## src/hw/ilw_pkg.sv

```systemverilog
// Package for the link write flow block: register map, field positions,
// reset values, timing counts and the shared types.
// Assumes a single 250 MHz bus clock and a 32-bit APB register bus.
package ilw_pkg;
    // ==========================================================
    // Geometry and timing
    localparam int NUM_CH = 4;
    localparam int CHW = 2;
    localparam int CLK_PERIOD_PS = 4000;
    localparam int ACK_TIMEOUT_NS = 10000;
    // Longest wait for an acknowledgement, rounded down to whole cycles.
    localparam int ACK_TIMEOUT_CYC = (ACK_TIMEOUT_NS * 1000) / CLK_PERIOD_PS;
    localparam int TMRW = 12;

    // ==========================================================
    // Register byte offsets
    localparam logic [11:0] OFF_CMD = 12'h000;
    localparam logic [11:0] OFF_STATUS = 12'h004;
    localparam logic [11:0] OFF_ERR = 12'h008;
    localparam logic [11:0] OFF_CTRL = 12'h00c;
    localparam logic [11:0] OFF_IRQ_STAT = 12'h010;
    localparam logic [11:0] OFF_IRQ_MASK = 12'h014;

    // ==========================================================
    // Field positions
    localparam int CMD_WRT_LSB = 0;
    localparam int CMD_STR_LSB = 4;
    localparam int STA_ACK_LSB = 0;
    localparam int STA_BUSY_BIT = 8;
    localparam int STA_TOKEN_BIT = 9;
    localparam int STA_PEND_BIT = 10;
    localparam int STA_CH_LSB = 12;
    localparam int CTRL_WRITE_ACK_IRQ_ENABLE_LSB = 0;
    localparam int CTRL_TOKEN_EN_BIT = 8;
    localparam int IST_ACK_LSB = 0;
    localparam int IST_TO_LSB = 4;

    // ==========================================================
    // Reset values
    localparam logic [NUM_CH-1:0] ACK_RCV_RST = 4'hf;
    localparam logic TOKEN_RST = 1'b1;
    localparam logic TOKEN_EN_RST = 1'b0;
    localparam logic [NUM_CH-1:0] WRITE_ACK_IRQ_ENABLE_RST = 4'h0;
    localparam logic [2*NUM_CH-1:0] IRQ_MASK_RST = 8'h00;

    // ==========================================================
    // Types
    typedef enum logic [1:0] {FRM_WRITE, FRM_STREAM, FRM_TRIGGER} ilw_frame_kind_t;
    typedef enum logic {ST_IDLE, ST_WAIT_ACK} ilw_state_t;
    typedef struct packed {
        ilw_frame_kind_t kind;
        logic [CHW-1:0] chan;
    } ilw_frame_t;
endpackage

```

## src/hw/ilw_link_write.sv

```systemverilog
// Write-transfer flow control for one serial inter-processor link.
// Assumes an APB master on pclk and a link serialiser that sends one frame
// per start pulse and reports acknowledgements, triggers and peer activity.
//
// Summary of operation
// - Only one initiator and one unacknowledged write frame exist at any time.
// - A write request bit of one starts a write frame on that channel.
// - A streaming request bit of one starts a streaming write on that channel.
// - A start while an acknowledgement is pending sets the channel timeout error flag.
// - Overlapping starts could corrupt the last byte of the earlier frame.
// - No write starts while the peer's own write transfer is in progress.
// - With write ack interrupt enable set, an acknowledgement raises an interrupt; irq here also needs the channel's ack bit set in the interrupt mask.
// - Token passes by trigger: write then trigger after ack, else return at once.
// - A transfer starts only while this end holds the token.
//
// The register offsets and the APB slave port are this design's own decisions.
`timescale 1ns/1ps
module ilw_link_write (
    input wire logic pclk,
    input wire logic presetn,
    input wire logic psel,
    input wire logic penable,
    input wire logic pwrite,
    input wire logic [11:0] paddr,
    input wire logic [31:0] pwdata,
    output logic [31:0] prdata,
    output logic pready,
    output logic pslverr,
    input wire logic link_ack_in,
    input wire logic link_trig_in,
    input wire logic link_peer_busy_in,
    output logic link_start,
    output ilw_pkg::ilw_frame_t link_frame,
    output logic irq
);
    import ilw_pkg::*;

    // ==========================================================
    // Declarations
    logic pready_ff, pslverr_ff, link_start_ff, irq_ff;
    logic [31:0] prdata_ff;
    logic [31:0] nxt_rdata;
    logic nxt_err;
    ilw_frame_t link_frame_ff;
    ilw_state_t state_ff;
    logic pend_vld_ff, token_ff, token_en_ff, pass_ff;
    ilw_frame_kind_t pend_kind_ff;
    logic [CHW-1:0] pend_ch_ff, act_ch_ff;
    logic [NUM_CH-1:0] ack_rcv_ff, toe_ff, write_ack_irq_enable_ff;
    logic [2*NUM_CH-1:0] ist_ff, imask_ff;
    logic [TMRW-1:0] tmr_ff;
    logic [2:0] lvl_s, rise_s;
    logic acc, wr_acc, wr_cmd, busy, may_go, send_trig, start_wr, ack_hit, tmo_hit;
    logic [NUM_CH-1:0] wreq, sreq, req, acc_mask, rej;
    logic [CHW-1:0] acc_ch;

    // ==========================================================
    // Link input synchronisers
    ilw_sync #(.W(3)) u_sync (
        .pclk(pclk),
        .presetn(presetn),
        .async_in({link_peer_busy_in, link_trig_in, link_ack_in}),
        .level_out(lvl_s),
        .rise_out(rise_s)
    );

    // ==========================================================
    // APB slave: one wait state, answer registered at the ready edge.
    assign acc = psel & penable & pready_ff;
    assign wr_acc = acc & pwrite;
    always_ff @(posedge pclk or negedge presetn) begin
        if (!presetn) begin
            pready_ff <= 1'b0;
            prdata_ff <= 32'h0000_0000;
            pslverr_ff <= 1'b0;
        end else begin
            pready_ff <= psel & penable & ~pready_ff;
            prdata_ff <= (psel & penable & ~pready_ff & ~pwrite) ? nxt_rdata : 32'h0000_0000;
            pslverr_ff <= psel & penable & ~pready_ff & nxt_err;
        end
    end

    // Read data and the unmapped-address error.
    always_comb begin
        nxt_rdata = 32'h0000_0000;
        nxt_err = 1'b0;
        case (paddr)
            OFF_CMD: nxt_rdata = 32'h0000_0000;
            OFF_STATUS: begin
                nxt_rdata[STA_ACK_LSB +: NUM_CH] = ack_rcv_ff;
                nxt_rdata[STA_BUSY_BIT] = (state_ff == ST_WAIT_ACK);
                nxt_rdata[STA_TOKEN_BIT] = token_ff;
                nxt_rdata[STA_PEND_BIT] = pend_vld_ff;
                nxt_rdata[STA_CH_LSB +: CHW] = act_ch_ff;
            end
            OFF_ERR: nxt_rdata[NUM_CH-1:0] = toe_ff;
            OFF_CTRL: begin
                nxt_rdata[CTRL_WRITE_ACK_IRQ_ENABLE_LSB +: NUM_CH] = write_ack_irq_enable_ff;
                nxt_rdata[CTRL_TOKEN_EN_BIT] = token_en_ff;
            end
            OFF_IRQ_STAT: nxt_rdata[2*NUM_CH-1:0] = ist_ff;
            OFF_IRQ_MASK: nxt_rdata[2*NUM_CH-1:0] = imask_ff;
            default: nxt_err = 1'b1;
        endcase
    end

    // ==========================================================
    // Command decode: accept the lowest request when free, refuse the rest.
    assign wr_cmd = wr_acc & (paddr == OFF_CMD);
    assign wreq = wr_cmd ? pwdata[CMD_WRT_LSB +: NUM_CH] : '0;
    assign sreq = wr_cmd ? pwdata[CMD_STR_LSB +: NUM_CH] : '0;
    assign req = wreq | sreq;
    assign busy = pend_vld_ff | (state_ff == ST_WAIT_ACK);
    assign acc_mask = busy ? '0 : (req & (~req + 1'b1));
    // Refusing an overlapped start keeps the earlier frame's last byte intact.
    assign rej = req & ~acc_mask;
    always_comb begin
        acc_ch = '0;
        for (int c = NUM_CH - 1; c >= 0; c--) begin
            if (acc_mask[c]) begin
                acc_ch = CHW'(c);
            end
        end
    end

    // ==========================================================
    // Start and token decisions in idle, ack and timeout detection while waiting for the ack.
    assign may_go = ~lvl_s[2] & (~token_en_ff | token_ff);
    assign send_trig = (state_ff == ST_IDLE) & token_en_ff & token_ff & (pass_ff | ~pend_vld_ff);
    assign start_wr = (state_ff == ST_IDLE) & pend_vld_ff & may_go & ~send_trig;
    assign ack_hit = (state_ff == ST_WAIT_ACK) & rise_s[0];
    assign tmo_hit = (state_ff == ST_WAIT_ACK) & ~rise_s[0] & (tmr_ff == '0);

    // Pending request holder; one request at most.
    always_ff @(posedge pclk or negedge presetn) begin
        if (!presetn) begin
            pend_vld_ff <= 1'b0;
            pend_kind_ff <= FRM_WRITE;
            pend_ch_ff <= '0;
        end else if (start_wr) begin
            pend_vld_ff <= 1'b0;
        end else if (|acc_mask) begin
            pend_vld_ff <= 1'b1;
            pend_kind_ff <= (|(wreq & acc_mask)) ? FRM_WRITE : FRM_STREAM;
            pend_ch_ff <= acc_ch;
        end
    end

    // Transfer state machine and acknowledgement timer.
    always_ff @(posedge pclk or negedge presetn) begin
        if (!presetn) begin
            state_ff <= ST_IDLE;
            act_ch_ff <= '0;
            tmr_ff <= '0;
        end else begin
            case (state_ff)
                ST_IDLE: begin
                    if (start_wr) begin
                        state_ff <= ST_WAIT_ACK;
                        act_ch_ff <= pend_ch_ff;
                        tmr_ff <= TMRW'(ACK_TIMEOUT_CYC - 1);
                    end
                end
                ST_WAIT_ACK: begin
                    if (ack_hit || tmo_hit) begin
                        state_ff <= ST_IDLE;
                    end else begin
                        tmr_ff <= tmr_ff - 1'b1;
                    end
                end
                default: state_ff <= ST_IDLE;
            endcase
        end
    end

    // Token ownership: a received trigger grants it, a sent trigger gives it away.
    always_ff @(posedge pclk or negedge presetn) begin
        if (!presetn) begin
            token_ff <= TOKEN_RST;
            pass_ff <= 1'b0;
        end else begin
            if (rise_s[1]) begin
                token_ff <= 1'b1;
            end else if (send_trig) begin
                token_ff <= 1'b0;
            end
            if (ack_hit || tmo_hit) begin
                pass_ff <= 1'b1;
            end else if (send_trig) begin
                pass_ff <= 1'b0;
            end
        end
    end

    // Frame start pulse toward the serialiser.
    always_ff @(posedge pclk or negedge presetn) begin
        if (!presetn) begin
            link_start_ff <= 1'b0;
            link_frame_ff <= '0;
        end else begin
            link_start_ff <= start_wr | send_trig;
            if (start_wr) begin
                link_frame_ff.kind <= pend_kind_ff;
                link_frame_ff.chan <= pend_ch_ff;
            end else if (send_trig) begin
                link_frame_ff.kind <= FRM_TRIGGER;
                link_frame_ff.chan <= '0;
            end
        end
    end

    // ==========================================================
    // Status, error and interrupt registers; hardware set beats software clear.
    always_ff @(posedge pclk or negedge presetn) begin
        if (!presetn) begin
            ack_rcv_ff <= ACK_RCV_RST;
            toe_ff <= '0;
            ist_ff <= '0;
        end else begin
            for (int c = 0; c < NUM_CH; c++) begin
                if (ack_hit && act_ch_ff == CHW'(c)) begin
                    ack_rcv_ff[c] <= 1'b1;
                end else if (start_wr && pend_ch_ff == CHW'(c)) begin
                    ack_rcv_ff[c] <= 1'b0;
                end
                toe_ff[c] <= (toe_ff[c] & ~(wr_acc & (paddr == OFF_ERR) & pwdata[c]))
                    | rej[c] | (tmo_hit & (act_ch_ff == CHW'(c)));
                ist_ff[IST_ACK_LSB + c] <= (ist_ff[IST_ACK_LSB + c]
                    & ~(wr_acc & (paddr == OFF_IRQ_STAT) & pwdata[IST_ACK_LSB + c]))
                    | (ack_hit & (act_ch_ff == CHW'(c)) & write_ack_irq_enable_ff[c]);
                ist_ff[IST_TO_LSB + c] <= (ist_ff[IST_TO_LSB + c]
                    & ~(wr_acc & (paddr == OFF_IRQ_STAT) & pwdata[IST_TO_LSB + c]))
                    | rej[c] | (tmo_hit & (act_ch_ff == CHW'(c)));
            end
        end
    end

    // Software control and mask registers.
    always_ff @(posedge pclk or negedge presetn) begin
        if (!presetn) begin
            write_ack_irq_enable_ff <= WRITE_ACK_IRQ_ENABLE_RST;
            token_en_ff <= TOKEN_EN_RST;
            imask_ff <= IRQ_MASK_RST;
        end else begin
            if (wr_acc && paddr == OFF_CTRL) begin
                write_ack_irq_enable_ff <= pwdata[CTRL_WRITE_ACK_IRQ_ENABLE_LSB +: NUM_CH];
                token_en_ff <= pwdata[CTRL_TOKEN_EN_BIT];
            end
            if (wr_acc && paddr == OFF_IRQ_MASK) begin
                imask_ff <= pwdata[2*NUM_CH-1:0];
            end
        end
    end

    // Level interrupt from unmasked sticky bits.
    always_ff @(posedge pclk or negedge presetn) begin
        if (!presetn) begin
            irq_ff <= 1'b0;
        end else begin
            irq_ff <= |(ist_ff & imask_ff);
        end
    end

    assign prdata = prdata_ff;
    assign pready = pready_ff;
    assign pslverr = pslverr_ff;
    assign link_start = link_start_ff;
    assign link_frame = link_frame_ff;
    assign irq = irq_ff;

    // ==========================================================
    // Assertions
    logic data_start;
    assign data_start = link_start_ff & (link_frame_ff.kind != FRM_TRIGGER);
endmodule

```

## src/hw/ilw_sync.sv

```systemverilog
// Two-stage synchroniser with a rising-edge pulse for each input bit.
// Assumes inputs come from outside the pclk domain and stay high for
// at least two clock periods.
`timescale 1ns/1ps
module ilw_sync #(
    parameter int W = 3
) (
    input wire logic pclk,
    input wire logic presetn,
    input wire logic [W-1:0] async_in,
    output logic [W-1:0] level_out,
    output logic [W-1:0] rise_out
);
    // ==========================================================
    // Per-bit synchroniser chain
    genvar i;
    generate
        for (i = 0; i < W; i++) begin : g_bit
            logic meta_ff;
            logic sync_ff;
            logic prev_ff;
            // The first stage feeds only the second stage.
            always_ff @(posedge pclk or negedge presetn) begin
                if (!presetn) begin
                    meta_ff <= 1'b0;
                    sync_ff <= 1'b0;
                    prev_ff <= 1'b0;
                end else begin
                    meta_ff <= async_in[i];
                    sync_ff <= meta_ff;
                    prev_ff <= sync_ff;
                end
            end
            assign level_out[i] = sync_ff;
            assign rise_out[i] = sync_ff & ~prev_ff;
        end
    endgenerate
endmodule

```

## config.mk

```make
export PLATFORM = sky130hd
export DESIGN_NAME = ilw_link_write
export DESIGN_NICKNAME = d
export VERILOG_FILES = /design/src/hw/ilw_pkg.sv /design/src/hw/ilw_link_write.sv /design/src/hw/ilw_sync.sv
export SDC_FILE = /design/constraint.sdc
export NUM_CORES = 1
export LEC_CHECK = 0
export ABC_AREA = 0
export BUFFER_PORTS_ARGS = -buffer_cell sky130_fd_sc_hd__clkbuf_2
export CAP_MARGIN = 20
export CORE_ASPECT_RATIO = 0.8
export CORE_MARGIN = 3
export CORE_UTILIZATION = 50
export DETAILED_ROUTE_END_ITERATION = 12
export PLACE_DENSITY = 0.76
export SLEW_MARGIN = 15
export SYNTH_ARGS = -nofsm -noshare
export SYNTH_HDL_FRONTEND = slang
export SYNTH_SLANG_ARGS = --single-unit
```

## constraint.sdc

```tcl
create_clock -name pclk -period 4.7 [get_ports pclk]
set_input_delay 0.235 -clock pclk [delete_from_list [all_inputs] [get_ports pclk]]
set_output_delay 0.235 -clock pclk [all_outputs]
set_load 0.01 [all_outputs]
```

Word-level counts from Yosys, hierarchy flattened --
Index checks and enable logic that the tools add are counted.
Storage, ports and cells: register bits 81, input bits 52, output and inout bits 40, logic and storage cells 224
Cells by class: add/subtract/negate cells 2, eq/ne operators 13, mux-type cells 36, bitwise operators 111, reductions and logical operators 30
Operators with widths (count):
- bitwise AND 1 bit | 57
- equality test 12 x 4 -> 1 bit (second input constant) | 2
- equality test 12 x 5 -> 1 bit (second input constant) | 2
- logical NOT 12 bit | 2
- two-way mux 12 bit | 2
- bitwise OR 1 bit | 24
- case mux 12 bit (2 select lines) | 1
- inverter 1 bit | 23
- two-way mux 4 bit | 5
- case mux 4 bit (5 select lines) | 1
- two-way mux 1 bit | 17
- nonzero test 2 bit | 8
- two-way mux 14 bit | 1
- bitwise AND 4 bit | 3
- equality test 12 x 3 -> 1 bit (second input constant) | 1
- two-way mux 2 bit | 6
- subtractor 12 x 1 -> 12 bit (second input constant) | 1
- logical AND 1 bit | 10
- bitwise AND 8 bit | 1
- equality test 2 bit (second input constant) | 4
- inverter 4 bit | 2
- case mux 4 bit (2 select lines) | 1
- OR reduction 4 bit | 2
- OR reduction 8 bit | 1
- 9 further kinds | 15

Longest topological paths before layout --
Gate-level depths: netlist of run 1.
depth after elaboration 14, depth in mapped cells 9, mapped depth without buffers 7

Hierarchy --
A second synthesis of run 1 with hierarchy kept.
Second synthesis, totals: cells, all modules 373, area, all modules 3966.3 um2
By module, submodules not included:
- ilw_link_write | instances 1, cells each 358, area an instance 3677.3 um2, seq. area each 1783.0 um2
- ilw_sync | instances 1, cells each 15, area an instance 289.0 um2, seq. area each 225.2 um2

Worst setup path before layout of run 1 --
OpenSTA, ideal clock, no wires.
kind reg2reg, start reg tmr_ff[0], end reg tmr_ff[10], setup time 132 ps, arrival time 2216 ps, data required time 4568 ps, path slack 2352 ps, cell stages (with the launch flop) 10, buffers on the path 2, period minus slack after synthesis 2348 ps, path through dfrtp_1 -> inv_1 -> ha_1 -> or4b_1 -> buf_2 -> or4b_1 -> clkbuf_1 -> nor3_1 -> mux2i_1 -> nor2_1
On the way: cells in the longest elaborated chain, start to end 5, elaborated cells on any way between the ends 8, classes of those cells add/sub (1); eq/ne (1); mux (2); bitwise (1); reduce/logical (3)
RTL lines:
- from (decl) | line ilw_link_write.sv:51 | logic [TMRW-1:0] tmr_ff;
- from (signal assigned) | line ilw_link_write.sv:161 | tmr_ff <= TMRW'(ACK_TIMEOUT_CYC - 1);
- from (signal assigned) | line ilw_link_write.sv:168 | tmr_ff <= tmr_ff - 1'b1;
- branches (longest 5 deep; another with subtractor 12 x 1 -> 12 bit)
Several ways; the timed one is not identified. The select of a mux whose other input is x is not followed. A chain may end at the register's enable or synchronous reset.

Worst setup path in the final report of run 1 --
Ends and elaborated chain as after synthesis.

==> results of run 1 <==
==> area by class of cell <==
type	instances	area, µm²	area share [%]
flip-flops and latches	79	1980	47.0
multi-input cells	258	1590	37.8
well taps	87	109	2.58
repair buffers	53	285	6.77
inverters	12	45.0	1.07
clock buffers	13	159	3.77
clock inverters	3	42.5	1.01
==> final timing paths <==
path	end	cells after the start	start
min	prdata[0]	1	presetn
max	tmr_ff[10]	7	tmr_ff[0]
max reg2reg	tmr_ff[10]	7	tmr_ff[0]
min reg2reg	u_sync.g_bit[0].sync_ff	0	u_sync.g_bit[0].meta_ff
min in group pclk	token_en_ff	2	pwdata[8]
max in group asynchronous	tmr_ff[1]	1	presetn
==> timing repair <==
item,4_1_cts,5_1_grt
endpoints found under the hold margin,3,0
hold buffers,3,0
setup endpoints to repair,0,0
==> cells in the mapped netlist, types with 2 or more instances <==
cell,count
or4b_1,2
nor4_4,2
xor2_1,2
mux2_2,15
or3b_2,3
nand3_1,7
a21o_1,2
a21oi_1,14
a22oi_1,8
buf_4,19
inv_1,12
o21ai_0,16
nand3b_1,2
and2_1,4
nand4_1,4
nor3_1,11
clkbuf_1,9
a22o_1,6
o31ai_1,3
dfstp_2,5
nor4_1,7
nand2b_1,7
nor2_1,30
xnor2_1,5
nand4b_1,2
mux2i_1,14
o22ai_1,4
or3_1,6
nor2b_1,3
dfrtp_1,74
nand2_1,46
==> worst register-to-register path, stage by stage, from the launching register on <==
cell     delay, ns
dfrtp_1       0.41
inv_1         0.10
ha_1          0.19
or4b_1        0.58
or4b_1        0.67
nor3_1        0.27
mux2i_1       0.24
nor2_1        0.06
==> layer usage <==
metal / track usage, % / part of all wire, % / up-vias
met2: 30.3 / 45 / 143
met5: 0 / 0 / -
met4: 7.87 / 2.0 / 0
met1: 29.3 / 45 / 1387
li1: - / - / 1350
met3: 5.04 / 7.8 / 24
==> per-stage QoR <==
| stage | worst slack, ns | util [%] | cells |
|---|---|---|---|
| 6_report | 2.03 | 59.7 | 505 |
| 5_1_grt | 1.91 | 59.7 | 505 |
| 4_1_cts | 2.06 | 59.6 | 505 |
| 3_5_place_dp | 2.06 | 56.3 | 486 |
| 3_3_place_gp | 2.18 | 56.3 | 486 |
| 2_1_floorplan | 2.35 | - | 379 |
==> flip-flops by register name, indices dropped and copies added (netlist names), 3 cells and up <==
signal / cells
prdata: 13
tmr_ff: 12
imask_ff: 8
ist_ff: 8
ack_rcv_ff: 4
link_frame: 4
toe_ff: 4
write_ack_irq_enable_ff: 4
u_sync.g_bit.meta_ff: 3
u_sync.g_bit.sync_ff: 3
==> cell families (layout without fill, tap and decap cells) <==
group                      count (synthesis)  count (layout)  share of synthesized area, %
other                                      1              19                         0.101
muxes                                     29              29                          8.28
DFF                                       79              79                          53.2
adders and majority gates                  1               1                         0.335
and+or+nand+nor                          142             142                          19.9
AOI/OAI and AO/OA                         60              60                          10.5
buffers and inverters                     42              81                          6.17
xor gates and xnor gates                   7               7                          1.64
==> where the power goes <==
part	internal [mW]	switching, mW	total [mW]
sequential	0.704	0.0216	0.726
clock	0.274	0.232	0.506
combinational	0.0400	0.0754	0.115
==> cells in the final DEF (no fill, tap or decap), types with 5 or more instances in the layout <==
master | synthesis | final
mux2_2 | 15 | 15
a21oi_1 | 14 | 14
nor2_1 | 30 | 30
mux2i_1 | 14 | 14
conb_1 | 1 | 19
clkbuf_8 | 0 | 11
inv_1 | 12 | 12
xnor2_1 | 5 | 5
nand3_1 | 7 | 7
nand2b_1 | 7 | 7
dfrtp_1 | 74 | 74
a22o_1 | 6 | 6
nor4_1 | 7 | 6
nor3_1 | 11 | 11
nand2_1 | 46 | 46
o21ai_0 | 16 | 16
or3_1 | 6 | 6
clkbuf_2 | 0 | 48
dfstp_2 | 5 | 5
a22oi_1 | 8 | 8
==> results.sh, run 1 <==
export IMPL_post_cts_setup_buffer_count=0
export IMPL_max_freq_mhz=375
export IMPL_clk_insertion_delay_late_ns=0.36
export IMPL_rsz0062_at_grt="false"
export IMPL_design_die_area_mm2=0.00854
export IMPL_synth_cell_types=48
export IMPL_final_min_clock_period_ns=2.67
export IMPL_slowest_stage="or4b_1"
export IMPL_path_buf_inv=1
export IMPL_fillers=581
export IMPL_leakage_nw=2.03
export IMPL_worstMarginPinSlew_ns=0.982
export IMPL_nets=466
export IMPL_first_iter_violations=293
export IMPL_synth_area_top_cells="dfrtp_1 (50%), nand2_1 (4.6%), mux2_2 (4.5%)"
export IMPL_die_y_um=83.3
export IMPL_num_vias=2904
export IMPL_async_flop_share_pct=100
export IMPL_reg2reg_slack_ns=2.03
export IMPL_hold_violations=0
export IMPL_placed_area_mm2=0.00398
export IMPL_syn2layout_area_growth_pct=13.0
export IMPL_path_cells="inv_1, ha_1, or4b_1, or4b_1, nor3_1, mux2i_1, nor2_1"
export IMPL_drt_wirelength_per_cell_um=16.2
export IMPL_skew_ns=0.0118
export IMPL_overflow=0
export IMPL_setup_tns_ns=0
export IMPL_vias_per_cell=5.75
export IMPL_cp_arrival_ns=2.86
export IMPL_fin_worst_hold_slack_ns=0.0237
export IMPL_synth_area_leader_cell="dfrtp_1"
export IMPL_cts_tree="yes"
export IMPL_cts_buffer_depth=2
export IMPL_crit_required_ns=4.89
export IMPL_grt_max_degree=80
export IMPL_synth_area_per_cell_um2=10.3
export IMPL_setup_viol=0
export IMPL_outcome="finished clean"
export IMPL_power_mw=1.35
export IMPL_first_global_vias=2784
export IMPL_syn_instance_count=361
export IMPL_timing_worst_setup_path_type="register to register"
export IMPL_core_area_mm2=0.00706
export IMPL_relSlewSlack_pct=34.6
export IMPL_cp_top_family="simple AND/OR/NAND/NOR gates"
export IMPL_power_density_mw_per_mm2=320
export IMPL_antenna_found_initial=0
export IMPL_synth_edf_count=0
export IMPL_dp_hpwl_mm=5.72
export IMPL_holdCritPathClass="primary input to async pin"
export IMPL_io_buffers=49
export IMPL_fin_crit_sh_pct=56.8
export IMPL_start_util_pct=52.8
export IMPL_yosysWarnings=0
export IMPL_synth_flop_cell="dfrtp_1"
export IMPL_cts_root_buf="clkbuf_8"
export IMPL_cp_start_kind="register"
export IMPL_netlist_area_mm2=0.00373
export IMPL_crit_top_cell="or4b_1"
export IMPL_drive_gt1_share_pct=22.5
export IMPL_grt_pass1_wl_mm=13.7
export IMPL_cts_buffers=9
export IMPL_crit_fanout=7
export IMPL_end_kind="register"
export IMPL_ys_seq_area_share_pct=53.2
export IMPL_design_area_mm2=0.00422
export IMPL_rows=27
export IMPL_grt_use_total_pct=20.6
export IMPL_antenna_cells=0
export IMPL_pin_count=92
export IMPL_cap_violations=0
export IMPL_wirelength_mm=8.17
export IMPL_max_stage_delay_ns=0.67
export IMPL_ys_ff_latch=79
export IMPL_path_clk_slew_ns=0.08
export IMPL_cts_sinks=79
export IMPL_ant_nets=0
export IMPL_drc=0
export IMPL_first_pass_iters=6
export IMPL_yosysTopAreaCellShare_pct=49.6
export IMPL_ir_worst_vdd_mv=0.114
export IMPL_cts_htree_levels=3
export IMPL_ctsResizeCount=0
export IMPL_gp_congestion=0.895
export IMPL_final_max_slew_viol_count=0
export IMPL_fp_dieW_um=103
No activity file was read; power rests on OpenSTA's default activity.
==> inputs of run 2 (changes only) <==
CORE_UTILIZATION = 48   (was 50)
clock period = 2.2 ns   (was 4.7 ns; I/O delays follow)
==> results.sh, run 2 (same netlist as run 1, synthesis figures left out) <==
export IMPL_outcome="finished clean"
export IMPL_fin_worst_hold_slack_ns=0.0433
export IMPL_first_pass_iters=4
export IMPL_path_clk_slew_ns=0.08
export IMPL_leakage_nw=2.09
export IMPL_antenna_cells=0
export IMPL_cts_htree_levels=3
export IMPL_first_global_vias=2821
export IMPL_holdCritPathClass="primary input to register"
export IMPL_nets=482
export IMPL_final_common_cell="dfrtp_1"
export IMPL_crit_required_ns=2.44
export IMPL_cts_root_buf="clkbuf_8"
export IMPL_drt_wirelength_per_cell_um=15.8
export IMPL_start_util_pct=50.0
export IMPL_antenna_found_initial=0
export IMPL_fp_dieW_um=105
export IMPL_num_vias=2904
export IMPL_cts_buffer_depth=2
export IMPL_drive_gt1_share_pct=26.0
export IMPL_setup_viol=0
export IMPL_core_area_mm2=0.00746
export IMPL_syn2layout_area_growth_pct=16.3
export IMPL_cap_violations=0
export IMPL_grt_use_total_pct=20.0
export IMPL_placed_area_mm2=0.00411
export IMPL_hold_violations=0
export IMPL_fin_ws_ns=0.0231
export IMPL_end_kind="register"
export IMPL_gp_congestion=0.894
export IMPL_crit_top_cell="or4b_4"
export IMPL_timing_worst_setup_path_type="register to register"
export IMPL_max_freq_mhz=459
export IMPL_fin_crit_sh_pct=99.0
export IMPL_cts_buffers=9
export IMPL_io_buffers=49
export IMPL_vias_per_cell=5.39
export IMPL_power_mw=2.78
export IMPL_slowest_stage="or4b_4"
export IMPL_crit_fanout=7
export IMPL_overflow=0
export IMPL_drc=0
export IMPL_power_density_mw_per_mm2=641
export IMPL_cp_start_kind="register"
export IMPL_skew_ns=0.00791
export IMPL_design_area_mm2=0.00434
export IMPL_dp_hpwl_mm=6.11
export IMPL_ant_nets=0
export IMPL_grt_max_degree=80
export IMPL_rows=28
export IMPL_worstMarginPinSlew_ns=0.952
export IMPL_first_iter_violations=216
export IMPL_wirelength_mm=8.50
export IMPL_relSlewSlack_pct=36.5
export IMPL_path_cells="inv_2, ha_2, or4b_4, or4b_4, nor3_2, mux2i_1, nor2_1"
export IMPL_fin_cells=539
export IMPL_cp_arrival_ns=2.42
export IMPL_place_inst=518
export IMPL_ir_worst_vdd_mv=0.361
export IMPL_max_stage_delay_ns=0.55
export IMPL_layout_cells_most_common_list="dfrtp_1 (74), clkbuf_2 (48), nand2_1 (46)"
export IMPL_cts_tree="yes"
export IMPL_design_die_area_mm2=0.00887
export IMPL_die_y_um=84.9
export IMPL_largest_reg_flops=13
export IMPL_rsz0062_at_grt="true"
export IMPL_final_max_slew_viol_count=0
export IMPL_pin_count=92
export IMPL_final_min_clock_period_ns=2.18
export IMPL_grt_pass1_wl_mm=14.0
export IMPL_clk_insertion_delay_late_ns=0.35
export IMPL_cts_sinks=79
export IMPL_pre_cts_slack_ns=-0.0550
-- run 2: stage by stage --
step / utilization [%] / setup TNS, ns
after floorplan: - / -0.0802
after global placement: 55.1 / 0
after detailed placement: 55.1 / -0.0864
after CTS: 58.0 / 0
after global routing: 58.1 / -0.265
final: 58.1 / 0
-- run 2: critical path: cells and delay by family, from the launching register on --
kind	cells	cell delay (ns)
muxes	1	0.21
buffers and inverters	1	0.06
DFF	1	0.39
adders and majority gates	1	0.17
and+or+nand+nor	4	1.23
-- run 2: area by class of cell --
type | count | area, µm²
Clock inverter | 5 | 33.8
Multi-Input combinational cell | 258 | 1600
Tap cell | 105 | 131
Sequential cell | 79 | 1980
Clock buffer | 11 | 131
Inverter | 12 | 45.0
Fill cell | 618 | 3120
Timing Repair Buffer | 69 | 414
-- run 2: layer usage --
metal	GRT usage (%)	share of wire, %
met5	0	0
met4	8.10	2.4
met3	4.41	6.2
met2	32.1	48
met1	26.8	44
-- run 2: path summary, 6_finish.rpt --
kind	startpoint	to	slack [ns]	cells past startpoint
max in group asynchronous	presetn	tmr_ff[0]	1.11	2
worst min-delay path	penable	pready	0.04	3
min in group asynchronous	presetn	prdata[7]	0.49	2
worst max register to register	tmr_ff[0]	tmr_ff[10]	0.02	7
worst min register to register	u_sync.g_bit[0].meta_ff	u_sync.g_bit[0].sync_ff	0.35	0
worst max-delay path	tmr_ff[0]	tmr_ff[10]	0.02	7
-- run 2: what timing repair did --
| action | in CTS | in global routing |
|---|---|---|
| pin swaps | 0 | 1 |
| hold buffers | 5 | 0 |
| setup buffers | 0 | 0 |
| gates resized for setup | 1 | 5 |
| setup endpoints to repair | 4 | 10 |
| endpoints found under the hold margin | 78 | 0 |
-- run 2: report_power, final --
| part | internal (mW) | switching, mW |
|---|---|---|
| combinational | 0.125 | 0.172 |
| sequential | 1.50 | 0.0444 |
| clock | 0.410 | 0.525 |
| total | 2.04 | 0.741 |
